`config.mk`:
```
export PLATFORM = sky130hd
export DESIGN_NAME = sgw_guard
export DESIGN_NICKNAME = d
export VERILOG_FILES = /design/src/hdl/sgw_pkg.sv /design/src/hdl/sgw_mask_file.sv /design/src/hdl/sgw_guard.sv
export SDC_FILE = /design/constraint.sdc
export NUM_CORES = 1
export LEC_CHECK = 0
export ABC_AREA = 0
export BUFFER_PORTS_ARGS = -buffer_cell sky130_fd_sc_hd__buf_2
export CORE_UTILIZATION = 30
export DETAILED_ROUTE_END_ITERATION = 16
export PLACE_DENSITY = 0.52
export SLEW_MARGIN = 20
export SYNTH_ARGS = -nofsm -noshare
export SYNTH_HDL_FRONTEND = slang
export SYNTH_SLANG_ARGS = --single-unit
```
`constraint.sdc`:
```
create_clock -name ref_clk -period 4.3 [get_ports ref_clk]
set_input_delay 0.86 -clock ref_clk [delete_from_list [all_inputs] [get_ports ref_clk]]
set_output_delay 0.86 -clock ref_clk [all_outputs]
set_load 0.1 [all_outputs]
```
`src/hdl/sgw_pkg.sv`:
```
// Constants and types shared by the segment write guard
package sgw_pkg;
    localparam int ADDR_WIDTH     = 16;
    localparam int SEG_WORDS_LOG2 = 9;   // 512-word segments
    localparam int SEG_COUNT      = 128;
    localparam int SEG_IDX_WIDTH  = 7;
    localparam int MASK_COUNT     = 8;
    localparam int MASK_WIDTH     = 16;
    localparam int MASK_SEL_WIDTH = 3;
    localparam int BIT_SEL_WIDTH  = 4;
    localparam logic [15:0] MASK_RESET = 16'h0000;
    // Fixed vectors per violation category
    localparam logic [15:0] VEC_OVERFLOW = 16'h0040;
    localparam logic [15:0] VEC_WRITE    = 16'h0042;
    localparam logic [15:0] VEC_JUMP     = 16'h0044;
    localparam logic [15:0] VEC_IO       = 16'h0046;
    localparam logic [15:0] VEC_HALT     = 16'h0048;
    localparam logic [15:0] VEC_NONE     = 16'h0000;

    typedef enum logic [2:0] {
        SGW_CAT_NONE,
        SGW_CAT_OVERFLOW,
        SGW_CAT_WRITE,
        SGW_CAT_JUMP,
        SGW_CAT_IO,
        SGW_CAT_HALT
    } sgw_cat_type;

    typedef enum logic [1:0] {
        SGW_IDLE,
        SGW_HOLD,
        SGW_IRQ
    } sgw_state_type;
endpackage

```
`src/hdl/sgw_mask_file.sv`:
```
// Protection mask storage with three combinational lookups
`timescale 1ns/1ns
module sgw_mask_file #(
    parameter int MASKS = sgw_pkg::MASK_COUNT
) (
    input  wire logic                               ref_clk,
    input  wire logic                               rst_n,
    input  wire logic                               wr_en,
    input  wire logic [sgw_pkg::MASK_SEL_WIDTH-1:0] wr_sel,
    input  wire logic [sgw_pkg::MASK_WIDTH-1:0]     wr_data,
    input  wire logic [sgw_pkg::SEG_IDX_WIDTH-1:0]  seg_a,
    input  wire logic [sgw_pkg::SEG_IDX_WIDTH-1:0]  seg_b,
    input  wire logic [sgw_pkg::SEG_IDX_WIDTH-1:0]  seg_c,
    output logic                                    prot_a,
    output logic                                    prot_b,
    output logic                                    prot_c
);
    logic [sgw_pkg::MASK_WIDTH-1:0] masks [MASKS];
    logic [MASKS*sgw_pkg::MASK_WIDTH-1:0] flat;

    // Masks clear on reset, processor loads one word per write
    always_ff @(posedge ref_clk)
    begin
        for (int i = 0; i < MASKS; i++)
        begin
            if (!rst_n)
                masks[i] <= sgw_pkg::MASK_RESET;
            else if (wr_en && wr_sel == i[sgw_pkg::MASK_SEL_WIDTH-1:0])
                masks[i] <= wr_data;
        end
    end

    // Segment k sits at word k/16, bit k%16
    always_comb
    begin
        for (int i = 0; i < MASKS; i++)
            flat[i*sgw_pkg::MASK_WIDTH +: sgw_pkg::MASK_WIDTH] = masks[i];
    end

    assign prot_a = flat[seg_a];
    assign prot_b = flat[seg_b];
    assign prot_c = flat[seg_c];
endmodule

```
`src/hdl/sgw_guard.sv`:
```
// Segment write guard: checks each instruction against protected segments
// Operation
// RULE1 - Memory splits into 512-word segments, unmarked ones are unprotected
// RULE2 - Eight 16-bit mask registers, written by processor I/O instructions
// RULE3 - Masks together hold one flag for each of 128 segments
// RULE4 - Each instruction checks current, next sequential and operand addresses
// RULE5 - Only code running from an unprotected segment is checked
// RULE6 - Sequential advance into a protected segment is a violation
// RULE7 - Write to a protected segment from unprotected code is a violation
// RULE8 - Jump into a protected segment from unprotected code is a violation
// RULE9 - Any I/O instruction from an unprotected segment is a violation
// RULE10 - Halt executed from an unprotected segment is a violation
// RULE11 - Offending instruction completes, interrupt comes afterwards
// RULE12 - Violating write blocks updates of working registers and memory
// RULE13 - Violating I/O instruction never puts its command on the I/O bus
// RULE14 - After completion processor is interrupted to one of five vectors
// RULE15 - Segment k maps to mask k/16, bit k%16, set means protected
// RULE16 - Each category owns a vector, lowest category wins on collision
// RULE17 - Reset clears all masks and any pending violation
`timescale 1ns/1ns
module sgw_guard #(
    parameter int ADDR_W = sgw_pkg::ADDR_WIDTH
) (
    input  wire logic              ref_clk,
    input  wire logic              rst_n,
    input  wire logic              instr_valid,
    input  wire logic [ADDR_W-1:0] instr_addr,
    input  wire logic [ADDR_W-1:0] next_addr,
    input  wire logic [ADDR_W-1:0] operand_addr,
    input  wire logic              is_write,
    input  wire logic              is_jump,
    input  wire logic              is_io,
    input  wire logic              is_halt,
    input  wire logic              instr_done,
    input  wire logic              mask_wr,
    input  wire logic [2:0]        mask_sel,
    input  wire logic [15:0]       mask_data,
    input  wire logic              irq_ack,
    output logic                   work_reg_inhibit,
    output logic                   mem_write_inhibit,
    output logic                   io_cmd_inhibit,
    output logic                   guard_irq,
    output logic [15:0]            guard_vector,
    output logic [2:0]             guard_cause
);
    localparam int SH = sgw_pkg::SEG_WORDS_LOG2;

    sgw_pkg::sgw_state_type state;
    sgw_pkg::sgw_state_type next_state;
    sgw_pkg::sgw_cat_type   cat_held;
    sgw_pkg::sgw_cat_type   next_cat;

    wire logic [sgw_pkg::SEG_IDX_WIDTH-1:0] seg_cur;
    wire logic [sgw_pkg::SEG_IDX_WIDTH-1:0] seg_nxt;
    wire logic [sgw_pkg::SEG_IDX_WIDTH-1:0] seg_opr;
    wire logic prot_cur;
    wire logic prot_nxt;
    wire logic prot_opr;
    wire logic checking;
    wire logic viol_ovf;
    wire logic viol_wr;
    wire logic viol_jmp;
    wire logic viol_io;
    wire logic viol_halt;
    wire logic any_viol;

    // RULE1 segment index
    // Upper address bits select the 512-word segment
    assign seg_cur = instr_addr[ADDR_W-1:SH];
    assign seg_nxt = next_addr[ADDR_W-1:SH];
    assign seg_opr = operand_addr[ADDR_W-1:SH];

    // RULE2 mask storage
    // RULE3 128 segment flags
    // RULE15 flag lookup
    sgw_mask_file #(
        .MASKS (sgw_pkg::MASK_COUNT)
    ) u_masks (
        .ref_clk (ref_clk),
        .rst_n   (rst_n),
        .wr_en   (mask_wr && !viol_io),
        .wr_sel  (mask_sel),
        .wr_data (mask_data),
        .seg_a   (seg_cur),
        .seg_b   (seg_nxt),
        .seg_c   (seg_opr),
        .prot_a  (prot_cur),
        .prot_b  (prot_nxt),
        .prot_c  (prot_opr)
    );

    // RULE5 unprotected only
    // RULE4 three addresses
    assign checking  = instr_valid && !prot_cur;
    // RULE6 sequential overflow
    assign viol_ovf  = checking && !is_jump && prot_nxt;
    // RULE7 protected write
    assign viol_wr   = checking && is_write && prot_opr;
    // RULE8 protected jump
    assign viol_jmp  = checking && is_jump && prot_opr;
    // RULE9 unprotected I/O
    assign viol_io   = checking && is_io;
    // RULE10 unprotected halt
    assign viol_halt = checking && is_halt;
    assign any_viol  = viol_ovf || viol_wr || viol_jmp || viol_io || viol_halt;

    // RULE16 category priority
    sgw_pkg::sgw_cat_type cat_now;
    assign cat_now = viol_ovf  ? sgw_pkg::SGW_CAT_OVERFLOW :
                     viol_wr   ? sgw_pkg::SGW_CAT_WRITE :
                     viol_jmp  ? sgw_pkg::SGW_CAT_JUMP :
                     viol_io   ? sgw_pkg::SGW_CAT_IO :
                     viol_halt ? sgw_pkg::SGW_CAT_HALT : sgw_pkg::SGW_CAT_NONE;

    // Vector chosen from the held category
    logic [15:0] next_vector;
    always_comb
    begin
        case (next_cat)
            sgw_pkg::SGW_CAT_OVERFLOW: next_vector = sgw_pkg::VEC_OVERFLOW;
            sgw_pkg::SGW_CAT_WRITE:    next_vector = sgw_pkg::VEC_WRITE;
            sgw_pkg::SGW_CAT_JUMP:     next_vector = sgw_pkg::VEC_JUMP;
            sgw_pkg::SGW_CAT_IO:       next_vector = sgw_pkg::VEC_IO;
            sgw_pkg::SGW_CAT_HALT:     next_vector = sgw_pkg::VEC_HALT;
            default:                   next_vector = sgw_pkg::VEC_NONE;
        endcase
    end

    // RULE11 complete then interrupt
    // Violation is latched, instruction runs on until done, then the interrupt rises
    always_comb
    begin
        next_state = state;
        next_cat   = cat_held;
        case (state)
            sgw_pkg::SGW_IDLE:
            begin
                if (any_viol)
                begin
                    next_cat   = cat_now;
                    next_state = instr_done ? sgw_pkg::SGW_IRQ : sgw_pkg::SGW_HOLD;
                end
            end
            sgw_pkg::SGW_HOLD:
            begin
                if (instr_done)
                    next_state = sgw_pkg::SGW_IRQ;
            end
            sgw_pkg::SGW_IRQ:
            begin
                if (irq_ack)
                begin
                    next_state = sgw_pkg::SGW_IDLE;
                    next_cat   = sgw_pkg::SGW_CAT_NONE;
                end
            end
            default:
            begin
                next_state = sgw_pkg::SGW_IDLE;
                next_cat   = sgw_pkg::SGW_CAT_NONE;
            end
        endcase
    end

    // RULE12 write inhibit
    // RULE13 I/O inhibit
    // Inhibits are registered from the violation, so they rise the cycle after it is seen and hold while in SGW_HOLD
    wire logic next_wr_inh;
    wire logic next_io_inh;
    wire logic hold_next;
    assign hold_next   = (next_state == sgw_pkg::SGW_HOLD);
    assign next_wr_inh = (any_viol && state == sgw_pkg::SGW_IDLE && is_write) ||
                         (hold_next && work_reg_inhibit);
    assign next_io_inh = (any_viol && state == sgw_pkg::SGW_IDLE && is_io) ||
                         (hold_next && io_cmd_inhibit);

    // RULE17 reset clears pending
    // RULE14 interrupt to vector
    always_ff @(posedge ref_clk)
    begin
        if (!rst_n)
        begin
            state             <= sgw_pkg::SGW_IDLE;
            cat_held          <= sgw_pkg::SGW_CAT_NONE;
            guard_irq         <= 1'b0;
            guard_vector      <= sgw_pkg::VEC_NONE;
            guard_cause       <= 3'h0;
            work_reg_inhibit  <= 1'b0;
            mem_write_inhibit <= 1'b0;
            io_cmd_inhibit    <= 1'b0;
        end
        else
        begin
            state             <= next_state;
            cat_held          <= next_cat;
            guard_irq         <= (next_state == sgw_pkg::SGW_IRQ);
            guard_vector      <= next_vector;
            guard_cause       <= next_cat;
            work_reg_inhibit  <= next_wr_inh;
            mem_write_inhibit <= next_wr_inh;
            io_cmd_inhibit    <= next_io_inh;
        end
    end
endmodule

```
==> results.py <==
metrics = {
    "synthesis": {
        "syn_inst": 666,
        "syn_area_sq_um": 8826,
        "ys_warn_count": 0,
        "ys_seq_area_share_pct": 46.27,
        "yosys.cell_types.count": 53,
        "synth.ff_latch_count": 140,
        "syn_area_per_cell_sq_um": 13.25,
        "yosysTopAreaCellShare_pct": 43.55,
        "synth-async-reset-ratio_pct": 0,
        "synthTopCellsByArea": "edfxtp_1, mux4_2, and2_1, mux2i_1, dfxtp_1",
        "post-synth-top-area-cell": "edfxtp_1",
        "synth_ff_type": "edfxtp_1",
        "synth_edf_count": 128,
    },
    "clocking": {
        "clock_tree.root_cell": "clkbuf_16",
        "cts.path.max_buffers": 2,
        "cts_setup_buffers": 0,
        "clk_pin_slew_worst_paths_ns": 0.06,
        "ctsResizeCount": 0,
        "clock_sinks": 140,
        "tritoncts": "yes",
        "htreeDepth": 4,
        "clock_latency_ns": 0.42,
        "cts_made_buffers": 17,
        "postCtsHoldBufs": 0,
    },
    "detailed_routing": {
        "drtIter0Drc": 645,
        "via_per_inst": 5.300,
        "num_vias": 6047,
        "drc": 0,
        "ant_nets": 0,
        "wl_microns": 27070,
        "drtPass1Iterations": 5,
        "wl_per_cell_microns": 23.72,
    },
    "setup_path": {
        "cp_data_arrival_time_ns": 3.92,
        "critPathMaxFanout": 25,
        "cp-end-kind": "flop",
        "criticalPathCategory": "input port to flop",
        "startpoint_type": "input port",
        "r2r_cells": 10,
        "worst-endpoint-required_ns": 4.47,
    },
    "power": {
        "seqPwrFrac_pct": 44.7,
        "combPwrFrac_pct": 19.6,
        "p_sw_mw": 1.040,
        "p_leak_nw": 3.875,
        "p_int_mw": 2.546,
        "p_per_area_nw_per_um2": 349.3,
        "irDropWorstVdd_uv": 266.7,
        "p_clk_share_pct": 35.7,
        "switching_share_pct": 29.00,
    },
    "die": {
        "die_area_sq_um": 30110,
        "start_util_pct": 30.58,
        "die_x_microns": 173.5,
        "core_sq_um": 28860,
        "rows": 62,
        "boundaryPins": 100,
        "die_h_microns": 173.5,
    },
    "global_route": {
        "grt_max_degree": 26,
        "antenna_found_initial": 1,
        "grt_pass1_wl_microns": 40640,
        "grt_pass1_vias": 5987,
        "track_usage_pct": 18.69,
        "overflow": 0,
    },
    "sta": {
        "fmax_mhz": 266.7,
        "rsz0062_at_grt": "no",
        "finalSetupViolCount": 0,
        "fin_crit_sh_pct": 87.19,
        "drv_slew": 0,
        "fin_skew_ns": 0.01006,
        "final.setup.tns_ns": 0,
        "hold_viol_final": 0,
        "tightest_slew_ns": 0.5831,
        "relSlewSlack_pct": 60.12,
        "post-route-min-period_ns": 3.749,
    },
    "placed_design": {
        "dp_hpwl_microns": 19630,
        "dp.cells": 1110,
        "gp_congestion": 0.8983,
        "portBuffers": 60,
    },
    "hold_path": {
        "min_path_cells": 2,
        "min_path_type": "flop to flop",
    },
    "cells_and_area": {
        "finalNonFillerCells": 1141,
        "antennaDiodeCount": 0,
        "nFillCells": 2845,
        "fin_nets": 822,
        "layout-drive-gt1-share_pct": 30.78,
        "layout_common_cells": "and2_1, edfxtp_1, mux4_2",
        "area_growth_pct": 16.35,
        "final_common_cell": "and2_1",
    },
    "job": {
        "maxCapViolations": 0,
    },
    "run_status": {
        "status": "completed",
    },
}
## per-layer routing
metal  wire length, microns  track usage (%)  share of wire [%]  up-vias
li1                       -                -                  -     2724
met1                  12040            25.91                 44     3098
met2                  13050            30.22                 48      192
met3                   1480            3.092                5.5       31
met4                    485            5.088                1.8        2
met5                     13                0              0.048        -
## final cells by class
class | count | area (sq um) | area share, %
tap | 384 | 480.5 | 4.679
multi-input combinational | 469 | 4428 | 43.12
clock inverter | 10 | 52.55 | 0.5118
clock buffer | 21 | 440.4 | 4.289
sequential | 140 | 4084 | 39.77
inverter | 12 | 45.04 | 0.4386
timing repair buffer | 105 | 738.2 | 7.189
## worst max-delay path, stage by stage
cell and delay (ns):
buf_2 0.11, buf_12 0.24, mux4_2 0.54, mux4_2 0.51
nor2_1 0.13, nor3_1 0.11, o32ai_4 0.43, nand2_1 0.26
nand4_1 0.25, nor2_1 0.08, buf_4 0.19, and2_1 0.17
## cells by family (layout without fill, tap and decap cells)
family	count (synthesis)	count (layout)	synth area share [%]
compound gates	75	75	6.096
other cells	1	12	0.04249
simple gates	242	242	15.78
buf+inv	68	148	4.097
mux	140	140	27.71
flops	140	140	46.27
## per-stage QoR
stage,util (%),power (mW),hold WS [ns],setup slack [ns],cell area (sq um)
after global routing,35.58,3.716,0.5412,0.4301,10270
after floorplan,-,2.102,0.5778,0.09390,8867
after CTS,35.58,3.613,0.5135,0.6254,10270
final,35.58,3.586,0.5076,0.5508,10270
after global placement,33.88,2.334,0.4947,0.1903,9776
after detailed placement,33.88,2.337,0.4968,0.1924,9776
## power groups by stage
stage               combinational [mW]  sequential, mW  clock [mW]
finish                           0.705            1.60        1.28
global placement                 0.705            1.63           0
CTS                              0.708            1.60        1.30
global route                     0.747            1.61        1.36
floorplan                        0.410            1.69           0
detailed placement               0.706            1.63           0
## worst paths after layout
check | from | end | slack (ns)
worst min register to register | io_cmd_inhibit | io_cmd_inhibit | 0.51
worst max register to register | u_masks.masks[1][5] | u_masks.masks[1][58] | 0.93
worst max-delay path | instr_addr[9] | u_masks.masks[1][58] | 0.55
worst min-delay path | io_cmd_inhibit | io_cmd_inhibit | 0.51
## sequential cells by signal, summed over array words and instances (netlist names)
signal and flops:
guard_vector 4, cat_held 3, guard_irq 1, u_masks.masks 128, state 2, io_cmd_inhibit 1, mem_write_inhibit 1
## cells in the mapped netlist, drive strengths merged, types with 5 or more instances
| master | n |
|---|---|
| a21oi | 10 |
| a22oi | 12 |
| and2 | 132 |
| buf | 38 |
| clkbuf | 18 |
| dfxtp | 12 |
| edfxtp | 128 |
| inv | 11 |
| mux2 | 15 |
| mux2i | 43 |
| mux4 | 82 |
| nand2 | 26 |
| nand2b | 7 |
| nor2 | 25 |
| nor2b | 11 |
| nor3 | 13 |
| nor3b | 5 |
| o21ai | 16 |
| o22ai | 5 |
(Power assumes the default switching activity.)
